File: config.mk
export PLATFORM = sky130hd
export DESIGN_NAME = gate3_input_stage
export DESIGN_NICKNAME = d
export VERILOG_FILES = /design/src/core/gate3_sel_pkg.sv /design/src/core/gate3_term_or.sv /design/src/core/gate3_input_stage.sv
export SDC_FILE = /design/constraint.sdc
export NUM_CORES = 1
export LEC_CHECK = 0
export ABC_CLOCK_PERIOD_IN_PS = 1800
export BUFFER_PORTS_ARGS = -buffer_cell sky130_fd_sc_hd__buf_2
export CAP_MARGIN = 30
export CORE_ASPECT_RATIO = 1.4
export CORE_UTILIZATION = 36
export CTS_BUF_LIST = sky130_fd_sc_hd__clkbuf_8
export CTS_CLUSTER_SIZE = 20
export DETAILED_ROUTE_END_ITERATION = 8
export PLACE_DENSITY_LB_ADDON = 0.3
export SYNTH_ARGS = -nofsm -noshare
export SYNTH_HDL_FRONTEND = slang
export SYNTH_HIERARCHICAL = 1
export SYNTH_SLANG_ARGS = --single-unit
File: constraint.sdc
create_clock -name i_ref_clk -period 1.8 [get_ports i_ref_clk]
set_input_delay 0.09 -clock i_ref_clk [delete_from_list [all_inputs] [get_ports i_ref_clk]]
set_output_delay 0.09 -clock i_ref_clk [all_outputs]
set_load 0.05 [all_outputs]
File: src/core/gate3_sel_pkg.sv
// Constants and types for the gate-three input selection stage
// Summary of operation
// - Bit 7 gates input d true into gate.
// - Bit 6 gates input d inverted into gate.
// - Bit 5 gates input c true into gate.
// - Bit 4 gates input c inverted into gate.
// - Bit 3 gates input b true into gate.
// - Bit 2 gates input b inverted into gate.
// - Bit 1 gates input a true into gate.
// - Bit 0 gates input a inverted into gate.
// - Selection bits read/write; only power-on reset loads them.
package gate3_sel_pkg;

    // Register port geometry
    localparam int ADDR_W = 8;
    localparam int DATA_W = 8;

    // Number of cell data inputs; each has two terms
    localparam int NUM_INPUTS = 4;

    // Offset of the selection register on the register port
    localparam logic [ADDR_W-1:0] SEL_OFFSET = 8'h00;

    // Value loaded by a power-on or brown-out reset
    localparam logic [DATA_W-1:0] SEL_POR_VALUE = 8'h00;

    // Read answer for an unmapped address
    localparam logic [DATA_W-1:0] UNMAPPED_VALUE = 8'h00;

    // Field positions: true enable at 2i+1, inverted at 2i
    localparam int TRUE_OFS = 1;
    localparam int INV_OFS  = 0;

    // Selection register fields, bit 7 down to bit 0
    typedef struct packed {
        logic g3_in4_true_en;   // Input d true
        logic g3_in4_inv_en;    // Input d inverted
        logic g3_in3_true_en;   // Input c true
        logic g3_in3_inv_en;    // Input c inverted
        logic g3_in2_true_en;   // Input b true
        logic g3_in2_inv_en;    // Input b inverted
        logic g3_in1_true_en;   // Input a true
        logic g3_in1_inv_en;    // Input a inverted
    } gate3_input_select_t;

    // Selected cell data lines, d in the top bit
    typedef struct packed {
        logic cell_data_in_d;   // Fourth data line
        logic cell_data_in_c;   // Third data line
        logic cell_data_in_b;   // Second data line
        logic cell_data_in_a;   // First data line
    } cell_data_t;

endpackage

File: src/core/gate3_term_or.sv
// Combinational OR of the enabled true and inverted data terms
`timescale 1ns/1ps
`default_nettype none

module gate3_term_or #(
    parameter int NUM_INPUTS = gate3_sel_pkg::NUM_INPUTS
) (
    input  wire logic [2*NUM_INPUTS-1:0] i_sel,   // Term enables
    input  wire logic [NUM_INPUTS-1:0]   i_data,  // Data lines
    output logic                         o_gate   // OR of enabled terms
);

    // Per input, the true and inverted contributions
    logic [NUM_INPUTS-1:0] true_term;  // Enabled true terms
    logic [NUM_INPUTS-1:0] inv_term;   // Enabled inverted terms

    // One pair of terms for each data line
    genvar g;
    generate
        for (g = 0; g < NUM_INPUTS; g++) begin : g_term
            // True form, enable at the odd bit
            assign true_term[g] =
                i_sel[2*g+gate3_sel_pkg::TRUE_OFS] & i_data[g];
            // Inverted form, enable at the even bit
            assign inv_term[g] =
                i_sel[2*g+gate3_sel_pkg::INV_OFS] & ~i_data[g];
        end
    endgenerate

    // No enabled term leaves the gate at zero
    assign o_gate = (|true_term) | (|inv_term);

endmodule // gate3_term_or

`default_nettype wire

File: src/core/gate3_input_stage.sv
// Gate-three selection register, its port, and registered gate output
//
// The address map and the address-and-strobe port were left to the implementer.
`timescale 1ns/1ps
`default_nettype none

module gate3_input_stage (
    input  wire logic                            i_ref_clk,   // System clock
    input  wire logic                            i_srst,      // Other resets
    input  wire logic                            i_por,       // POR or BOR
    input  wire logic [gate3_sel_pkg::ADDR_W-1:0] i_addr,     // Reg address
    input  wire logic [gate3_sel_pkg::DATA_W-1:0] i_wdata,    // Write data
    input  wire logic                            i_wr,        // Write strobe
    input  wire logic                            i_rd,        // Read strobe
    input  wire gate3_sel_pkg::cell_data_t       i_cell_data, // Data lines
    output logic [gate3_sel_pkg::DATA_W-1:0]     o_rdata,     // Read data
    output logic                                 o_gate3,     // Gate output
    output var gate3_sel_pkg::gate3_input_select_t o_sel      // Live setting
);

    // Selection register and its next value
    gate3_sel_pkg::gate3_input_select_t sel;       // Stored enables
    gate3_sel_pkg::gate3_input_select_t next_sel;  // Value after edge

    // Read data register and its next value
    logic [gate3_sel_pkg::DATA_W-1:0] rdata;       // Registered answer
    logic [gate3_sel_pkg::DATA_W-1:0] next_rdata;  // Answer to latch

    // Gate output register and its next value
    logic gate_q;       // Registered gate
    logic next_gate;    // Combinational OR

    // Address decode for the one mapped register
    logic sel_hit;      // Address matches selection register

    assign sel_hit = (i_addr == gate3_sel_pkg::SEL_OFFSET);

    // Selection register next value
    always_comb begin
        next_sel = sel;
        if (i_por) begin
            // Power-on or brown-out loads a known pattern
            next_sel = gate3_sel_pkg::SEL_POR_VALUE;
        end else if (i_wr && sel_hit) begin
            // Software write; other resets leave it alone
            next_sel = i_wdata;
        end
    end

    // Register the selection; i_srst deliberately not used here
    // No reset term: only power-on or a write may change the setting
    always_ff @(posedge i_ref_clk) begin
        sel <= next_sel;
    end

    // Read answer, valid only the cycle after the strobe
    always_comb begin
        next_rdata = gate3_sel_pkg::UNMAPPED_VALUE;
        if (i_rd && sel_hit) begin
            // Readback of all eight bits
            next_rdata = sel;
        end
    end

    // Register the read answer
    always_ff @(posedge i_ref_clk) begin
        if (i_srst) begin
            rdata <= gate3_sel_pkg::UNMAPPED_VALUE;
        end else begin
            rdata <= next_rdata;
        end
    end

    // Per-term enables and OR into gate three
    gate3_term_or #(
        .NUM_INPUTS (gate3_sel_pkg::NUM_INPUTS)
    ) u_term_or (
        .i_sel  (sel),
        .i_data (i_cell_data),
        .o_gate (next_gate)
    );

    // Register the gate output
    always_ff @(posedge i_ref_clk) begin
        if (i_srst) begin
            gate_q <= 1'b0;
        end else begin
            gate_q <= next_gate;
        end
    end

    // Output drives
    assign o_rdata = rdata;
    assign o_gate3 = gate_q;
    assign o_sel   = sel;
endmodule // gate3_input_stage

`default_nettype wire

Word level (Yosys, flattened, before mapping)
Cells that the tools add are included.
Widths: inputs -> output; s select.
{"block": "totals", "ff_bits": 17, "inputBits": 25, "output_inout_bits": 17, "word_cells": 30}
{"block": "op_classes", "bitwise": 14, "n_reduce_logical": 6}
{"cell": "$and 1x1->1", "count": 8}
{"cell": "$logic_not 8->1", "count": 1}
{"cell": "$reduce_or 4->1", "count": 2}
{"cell": "$not 1->1", "count": 5}
{"cell": "$logic_and 1x1->1", "count": 2}
{"cell": "$reduce_or 2->1", "count": 1}
{"cell": "$or 1x1->1", "count": 1}

Depth between registers and ports, before layout
Gate-level depths: netlist (run 1).
{"block": "logic_depth", "word_depth": 4, "mapped_depth": 4, "ltp_nobuf": 4}

By module
Netlist (run 1), hierarchy kept.
{"module": "gate3_input_stage", "n_inst": 1, "cells_each": 56, "area_each_um2": 660.6, "seq_area_each_um2": 340.3}
{"module": "gate3_term_or", "n_inst": 1, "cells_each": 6, "area_each_um2": 55.1, "seq_area_each_um2": 0.0}

Worst setup path before layout (run 1)
Ideal clock, no wire load.
{"block": "synth_timing", "kind": "input -> register", "start": "in i_addr[7] in the netlist's numbering", "end": "reg sel, in the netlist o_sel[0]", "setup_ns": 0.072, "t_arrival_ns": 1.262, "required_ns": 1.728, "path_slack_ns": 0.466, "cell_stages": 3, "path_buffers": 0, "path_cell_list": "or4_4 nor3_4 mux2i_1"}
{"block": "synth_between", "elab_chain_len": 2}
{"item": "start: declaration", "line_no": "gate3_input_stage.sv:11", "source": "input wire logic [gate3_sel_pkg::ADDR_W-1:0] i_addr,"}
{"item": "$logic_not 8->1", "line_no": "gate3_input_stage.sv:36", "source": "assign sel_hit = (i_addr == gate3_sel_pkg::SEL_OFFSET);"}
{"item": "$logic_and 1x1->1", "line_no": "gate3_input_stage.sv:44", "source": "end else if (i_wr && sel_hit) begin"}
{"item": "end signal: assignment", "line_no": "gate3_input_stage.sv:53", "source": "sel <= next_sel;"}
{"item": "end: declaration", "line_no": "gate3_input_stage.sv:22", "source": "gate3_sel_pkg::gate3_input_select_t sel;"}
No other way between the ends.
A chain may end at the register's enable or synchronous reset.

Worst setup path in the final report (run 1)
{"block": "layout_timing", "start": "reg sel, in the netlist o_sel[3]", "end": "reg gate_q, in the netlist o_gate3"}
{"block": "layout_between", "elab_chain_len": 3}
{"item": "$and 1x1->1", "line_no": "gate3_term_or.sv:23", "source": "i_sel[2*g+gate3_sel_pkg::TRUE_OFS] & i_data[g];"}
{"item": "$reduce_or 4->1", "line_no": "gate3_term_or.sv:31", "source": "assign o_gate = (|true_term) | (|inv_term);"}
{"item": "$or 1x1->1", "line_no": "gate3_term_or.sv:31"}
{"item": "net next_gate", "line_no": "gate3_input_stage.sv:31", "source": "logic next_gate;"}
{"item": "end signal: assignment", "line_no": "gate3_input_stage.sv:88", "source": "gate_q <= next_gate;"}
{"item": "end: declaration", "line_no": "gate3_input_stage.sv:30", "source": "logic gate_q;"}
The timed path passes the listed nets, and every way through them passes these cells.

==> reports/results.ini, run 1 <==
[run_status]
outcome=completed

[sta]
period_needed_ns=1.18
timing.max_slew.rel_slack_pct=75.9
tns_ns=0
worst_slew_pin_slew_ns=0.360
fmax_mhz=849
finalSetupViolations=0
finalHoldViolCount=0
slew_violations=0
final.period_utilization_pct=65.4
hold_ws_ns=0.0491
final.setup_skew_ns=0.000734
setup_repair_after_global_routing_missed_its_margin=false

[placement]
place_inst=123
globalplace.congestion=0.666
port-buffer-count=41

[synth]
synth_area_per_cell_um2=11.5
synth.largest_area_cell=sky130_fd_sc_hd__dfxtp_1
synth_seq_cells=17
ys.warnings.count=6
synth.top_cells.by_area=sky130_fd_sc_hd__dfxtp_1 (48%), sky130_fd_sc_hd__mux2i_1 (14%), sky130_fd_sc_hd__nand2b_1 (14%)
ys_async_sr_fraction_pct=0
synth_instances=62
synth_enable_flop_cells=0
synth_top_cells_by_count=sky130_fd_sc_hd__dfxtp_1 (17), sky130_fd_sc_hd__nand2b_1 (16), sky130_fd_sc_hd__mux2i_1 (10)
seq_area_frac_synth_pct=47.6
mappedNetlistArea_um2=716
ys.flop_type=sky130_fd_sc_hd__dfxtp_1
synth.net_count=87
netlist-cell-type-count=13
synth_most_common_cell=sky130_fd_sc_hd__dfxtp_1
synth.top_cell.area_share_pct=47.6

[route]
drt-initial-drc-count=3
drt_pre_antenna_iters=4
route.vias.total=570
drt_drc_violations_left=0
detail-route-antenna-nets=0
route.final.wire_length_mm=1.28
vias_per_cell=4.49
wire_per_inst_um=10.1

[floorplanning]
floorplan.die_area_um2=2170
initial_core_util_pct=39.2
dieWidth_um=39.7
row_count=18
die_h_um=54.8
io_pins=42
fp.coreArea_um2=1820

[finish]
finish.net_count=133
stdcell_count=127
final_layout_size_suffix_gt1_share_pct=48.6
layout-area-overhead-vs-synth_pct=39.2
num_antenna_cells=0
finish.utilization_pct=54.6

[critical_path]
rr_worst_depth=4
timing.setup.critical_path_class=reg2reg
cp-end-kind=register
slowest_delay_ns=0.34
r2r_end=o_gate3$_SDFF_PP0_
critical_path_arrival_ns=1.32
crit_path_buf_inv_count=0
startpoint_of_the_most_critical_setup_path=o_sel[3]$_SDFFE_PP0P_
r2r_setup_slack_ns=0.62
worst-endpoint-required_ns=1.94
critical_path_cell_count=4
timing.critical_path.max_delay_family=flip-flops
worstReg2RegStart=o_sel[3]$_SDFFE_PP0P_
crit_path_max_fanout=4
start_kind=register
critical_path.cell_chain=mux2_1 -> a211oi_2 -> nand3_1 -> nor2b_1
slowest_stage=sky130_fd_sc_hd__dfxtp_1

[worst_hold_path]
hold_end=o_gate3$_SDFF_PP0_
whs_path_depth=2
min_path_type=in2reg
hp-start=i_srst

[clock_tree]
ctsHtreeMaxLevel=1
ctsRootBufferMaster=sky130_fd_sc_hd__clkbuf_8
cts_buffers=3
cts-hold-fix-buffers=0
cts_tree=done
clk_latency_ns=0.24
tritoncts_num_sinks=17
cts_post_setup_buffers_inserted=0
postCtsResizedCells=0
clock_tree.buffer_depth=2
clkTransAtPathRegs_ns=0.06

[pwr]
p_sw_share_pct=19.1
ir_worst_vdd_uv=307
power_frac_clock_pct=38.5
power.net_switching_w=0.000133
powerDensity_nw_per_um2=699
pwr-share-comb_pct=7.4
seq_power_share_pct=54.1
leakagePower_nw=0.490
p_int_w=0.000563
post-layout-total-power_w=0.000696

[grt]
groute.usage.overall_pct=13.9
grt_first_pass_wirelength_mm=2.01
total_congestion_overflow=0
via_count_of_the_first_global_routing_pass=530
grt_antenna_before_repair=0
maximum_number_of_pins_on_one_net_before_global_route_repair=17

[flow_run]
drv.max_cap_violation_count=0

through the flow:
step	area, um^2	worst slack [ns]
after detailed placement	950	0.364
after global routing	996	0.555
after floorplan	716	0.466
after global placement	950	0.407
after CTS	996	0.608
final	996	0.623
cells in the final DEF, fill, tap and decap left out:
cell and count:
sky130_fd_sc_hd__buf_2 41, sky130_fd_sc_hd__dfxtp_1 17, sky130_fd_sc_hd__nand2b_1 16, sky130_fd_sc_hd__mux2i_1 10, sky130_fd_sc_hd__and2_1 8, sky130_fd_sc_hd__clkbuf_8 3
sky130_fd_sc_hd__or4_4 2, sky130_fd_sc_hd__nor2b_1 2, sky130_fd_sc_hd__nor4b_4 1, sky130_fd_sc_hd__bufinv_8 1, sky130_fd_sc_hd__nor3_4 1, sky130_fd_sc_hd__clkinv_2 1
sky130_fd_sc_hd__buf_4 1, sky130_fd_sc_hd__mux2_1 1, sky130_fd_sc_hd__a211oi_2 1, sky130_fd_sc_hd__nand3_1 1
layer usage:
layer | share of wire [%] | GRT usage (%) | wire length, um | vias up
li1 | - | - | - | 296
met1 | 43 | 13.9 | 545 | 247
met2 | 49 | 23.8 | 623 | 25
met3 | 7.9 | 3.66 | 101 | 2
met4 | 0.78 | 10.3 | 10 | 0
met5 | 0 | 0 | 0 | -
power groups by stage:
stage | Clock (W) | Combinational [W] | Sequential, W
2_1_floorplan | 0 | 0.0000217 | 0.000386
3_3_place_gp | 0 | 0.0000515 | 0.000385
3_5_place_dp | 0 | 0.0000525 | 0.000385
4_1_cts | 0.000281 | 0.0000525 | 0.000377
5_1_grt | 0.000304 | 0.0000569 | 0.000376
6_report | 0.000268 | 0.0000518 | 0.000377
state kept, by name, indices dropped and copies added, names as in the netlist:
name	flops
o_rdata	8
o_sel	8
o_gate3	1
layout make-up:
type	instances	area, um^2
Tap cell	20	25.0
Inverter	1	17.5
Multi-Input combinational cell	43	354
Clock inverter	1	5.00
Clock buffer	3	41.3
Fill cell	175	828
Timing Repair Buffer	42	213
Sequential cell	17	340
worst max path at each step:
stage	slack, ns	end
floorplan	0.47	o_sel[0]$_SDFFE_PP0P_
global placement	0.41	o_rdata[0]$_SDFF_PP0_
detailed placement	0.36	o_rdata[5]$_SDFF_PP0_
CTS	0.61	o_gate3$_SDFF_PP0_
global route	0.56	o_gate3$_SDFF_PP0_
finish	0.62	o_gate3$_SDFF_PP0_
logic make-up after synthesis:
kind of cell / after synthesis / share of synthesized area [%]
AOI/OAI and AO/OA: 1 / 1.75
muxes: 11 / 15.6
and+or+nand+nor: 31 / 32.2
DFF: 17 / 47.6
buffers and inverters: 2 / 2.97
No activity file was read; power rests on OpenSTA's default activity.
==> inputs of run 2 (changes only) <==
- ABC_CLOCK_PERIOD_IN_PS: 1800 -> 1100
- clock period: 1.8 -> 1.1 ns (I/O delays scaled with it)
==> reports/results.ini, run 2 (synthesized netlist as in run 1, its figures left out) <==
[route]
route.final.wire_length_mm=1.37
drt-initial-drc-count=3
route.vias.total=587
drt_drc_violations_left=0
vias_per_cell=4.52
detail-route-antenna-nets=0
drt_pre_antenna_iters=4
wire_per_inst_um=10.5

[finish]
cell_area_after_layout_um2=1050
layout-area-overhead-vs-synth_pct=46.9
most-common-layout-cells=sky130_fd_sc_hd__buf_2 (39), sky130_fd_sc_hd__nand2b_1 (16), sky130_fd_sc_hd__dfxtp_1 (15), sky130_fd_sc_hd__mux2i_1 (10), sky130_fd_sc_hd__and2_1 (8)
final_layout_size_suffix_gt1_share_pct=50.9
num_antenna_cells=0
finish.net_count=136
mostFrequentLayoutCell=sky130_fd_sc_hd__buf_2

[placement]
globalplace.congestion=0.680
detailedPlacementHpwl_mm=1.09
port-buffer-count=41
detailed_place.area_um2=980

[clock_tree]
clkTransAtPathRegs_ns=0.06
tritoncts_num_sinks=17
ctsHtreeMaxLevel=1
ctsRootBufferMaster=sky130_fd_sc_hd__clkbuf_8
clk_latency_ns=0.25
cts_buffers=3
cts_tree=done
clock_tree.buffer_depth=2

[sta]
setup_repair_after_global_routing_missed_its_margin=true
timing.max_slew.rel_slack_pct=76.7
tns_ns=0
finalSetupViolations=0
worst_slew_pin_slew_ns=0.347
final.setup_skew_ns=0.00178
slew_violations=0
final.period_utilization_pct=98.7
period_needed_ns=1.09
fmax_mhz=921
finalHoldViolCount=0

[floorplanning]
io_pins=42
initial_core_util_pct=39.2
fp.coreArea_um2=1820
dieWidth_um=39.7
row_count=18
floorplan.die_area_um2=2170
die_h_um=54.8

[grt]
maximum_number_of_pins_on_one_net_before_global_route_repair=17
total_congestion_overflow=0
via_count_of_the_first_global_routing_pass=518
groute.usage.overall_pct=15.3
grt_antenna_before_repair=0
grt_first_pass_wirelength_mm=2.10

[flow_run]
drv.max_cap_violation_count=0

[pwr]
leakagePower_nw=0.516
ir_worst_vdd_uv=651
post-layout-total-power_w=0.00116
powerDensity_nw_per_um2=1110

[run_status]
outcome=completed

[critical_path]
timing.critical_path.max_delay_family=simple AND/OR/NAND/NOR gates
slowest_delay_ns=0.56
worst-endpoint-required_ns=1.30
cp-end-kind=register
slowest_stage=sky130_fd_sc_hd__or4_4
timing.setup.critical_path_class=in2reg
crit_path_max_fanout=8
crit_path_buf_inv_count=1
critical_path.cell_chain=buf_6 -> or4_4 -> nor4b_4 -> and2_1
start_kind=primary input
critical_path_arrival_ns=1.28

[worst_hold_path]
min_path_type=in2reg

==> run 2: cell count changes in the layout (fill, tap and decap cells not counted) <==
cell / previous run / this run
sky130_fd_sc_hd__buf_2: 41 / 39
sky130_fd_sc_hd__buf_6: 0 / 2
sky130_fd_sc_hd__dfxtp_1: 17 / 15
sky130_fd_sc_hd__dfxtp_2: 0 / 2
sky130_fd_sc_hd__buf_12: 0 / 1
sky130_fd_sc_hd__buf_4: 1 / 2
sky130_fd_sc_hd__clkinv_2: 1 / 0
sky130_fd_sc_hd__dlygate4sd3_1: 0 / 1
sky130_fd_sc_hd__inv_1: 0 / 1
sky130_fd_sc_hd__mux2_1: 1 / 0
sky130_fd_sc_hd__mux2_4: 0 / 1
==> run 2: timing repair <==
action | 4_1_cts | 5_1_grt
hold buffers | 1 | 0
buffers inserted | 0 | 0
endpoints found under the hold margin | 1 | 0
pin swaps | 4 | 3
resized for setup | 2 | 1
endpoints found under the setup margin | 10 | 17
==> run 2: power by group <==
part / leakage (nW) / internal [W] / switching (W) / total (W)
registers: 0.138 / 0.000616 / 0.000000332 / 0.000616
logic: 0.351 / 0.0000619 / 0.0000309 / 0.0000928
clock network: 0.0269 / 0.000248 / 0.000205 / 0.000453
total: 0.516 / 0.000926 / 0.000237 / 0.00116
==> run 2: worst paths after layout <==
| kind | start | to | slack, ns | depth (start not counted) |
|---|---|---|---|---|
| max reg2reg | o_sel[2]$_SDFFE_PP0P_ | o_gate3$_SDFF_PP0_ | 0.06 | 4 |
| max | i_addr[4] | o_rdata[3]$_SDFF_PP0_ | 0.01 | 4 |
| min | i_wdata[0] | o_sel[0]$_SDFFE_PP0P_ | 0.05 | 3 |
| min reg2reg | o_sel[4]$_SDFFE_PP0P_ | o_sel[4]$_SDFFE_PP0P_ | 0.50 | 2 |
==> run 2: worst register-to-register path, delay by kind of cell, from the launching register on <==
kind | cells | cell delay [ns]
flops | 1 | 0.32
simple gates | 2 | 0.21
compound gates | 1 | 0.15
mux | 1 | 0.26
==> run 2: area by class of cell <==
type / instances / area (um^2)
fillers: 172 / 773
multi-input cells: 43 / 358
flip-flops and latches: 17 / 343
repair buffers: 45 / 263
clock buffers: 3 / 41.3
well taps: 20 / 25.0
inverters: 1 / 17.5
clock inverters: 1 / 3.75
==> run 2: metal layers <==
| layer | global-route usage (%) | share of wire [%] | wire length (um) | up-vias |
|---|---|---|---|---|
| li1 | - | - | - | 303 |
| met1 | 15.6 | 38 | 517 | 254 |
| met2 | 24.9 | 52 | 706 | 25 |
| met3 | 3.66 | 6.7 | 91 | 5 |
| met4 | 13.8 | 3.8 | 52 | 0 |
| met5 | 0 | 0 | 0 | - |
==> run 2: through the flow <==
| stage | setup slack [ns] | instances | hold slack (ns) | utilization, % |
|---|---|---|---|---|
| after global routing | -0.0722 | 130 | 0.0699 | 57.6 |
| after detailed placement | -0.281 | 125 | 0.272 | 53.7 |
| after CTS | -0.00473 | 130 | 0.0497 | 57.4 |
| after floorplan | -0.204 | 62 | 0.127 | - |
| final | 0.0138 | 130 | 0.0525 | 57.6 |
| after global placement | -0.254 | 125 | 0.273 | 53.7 |
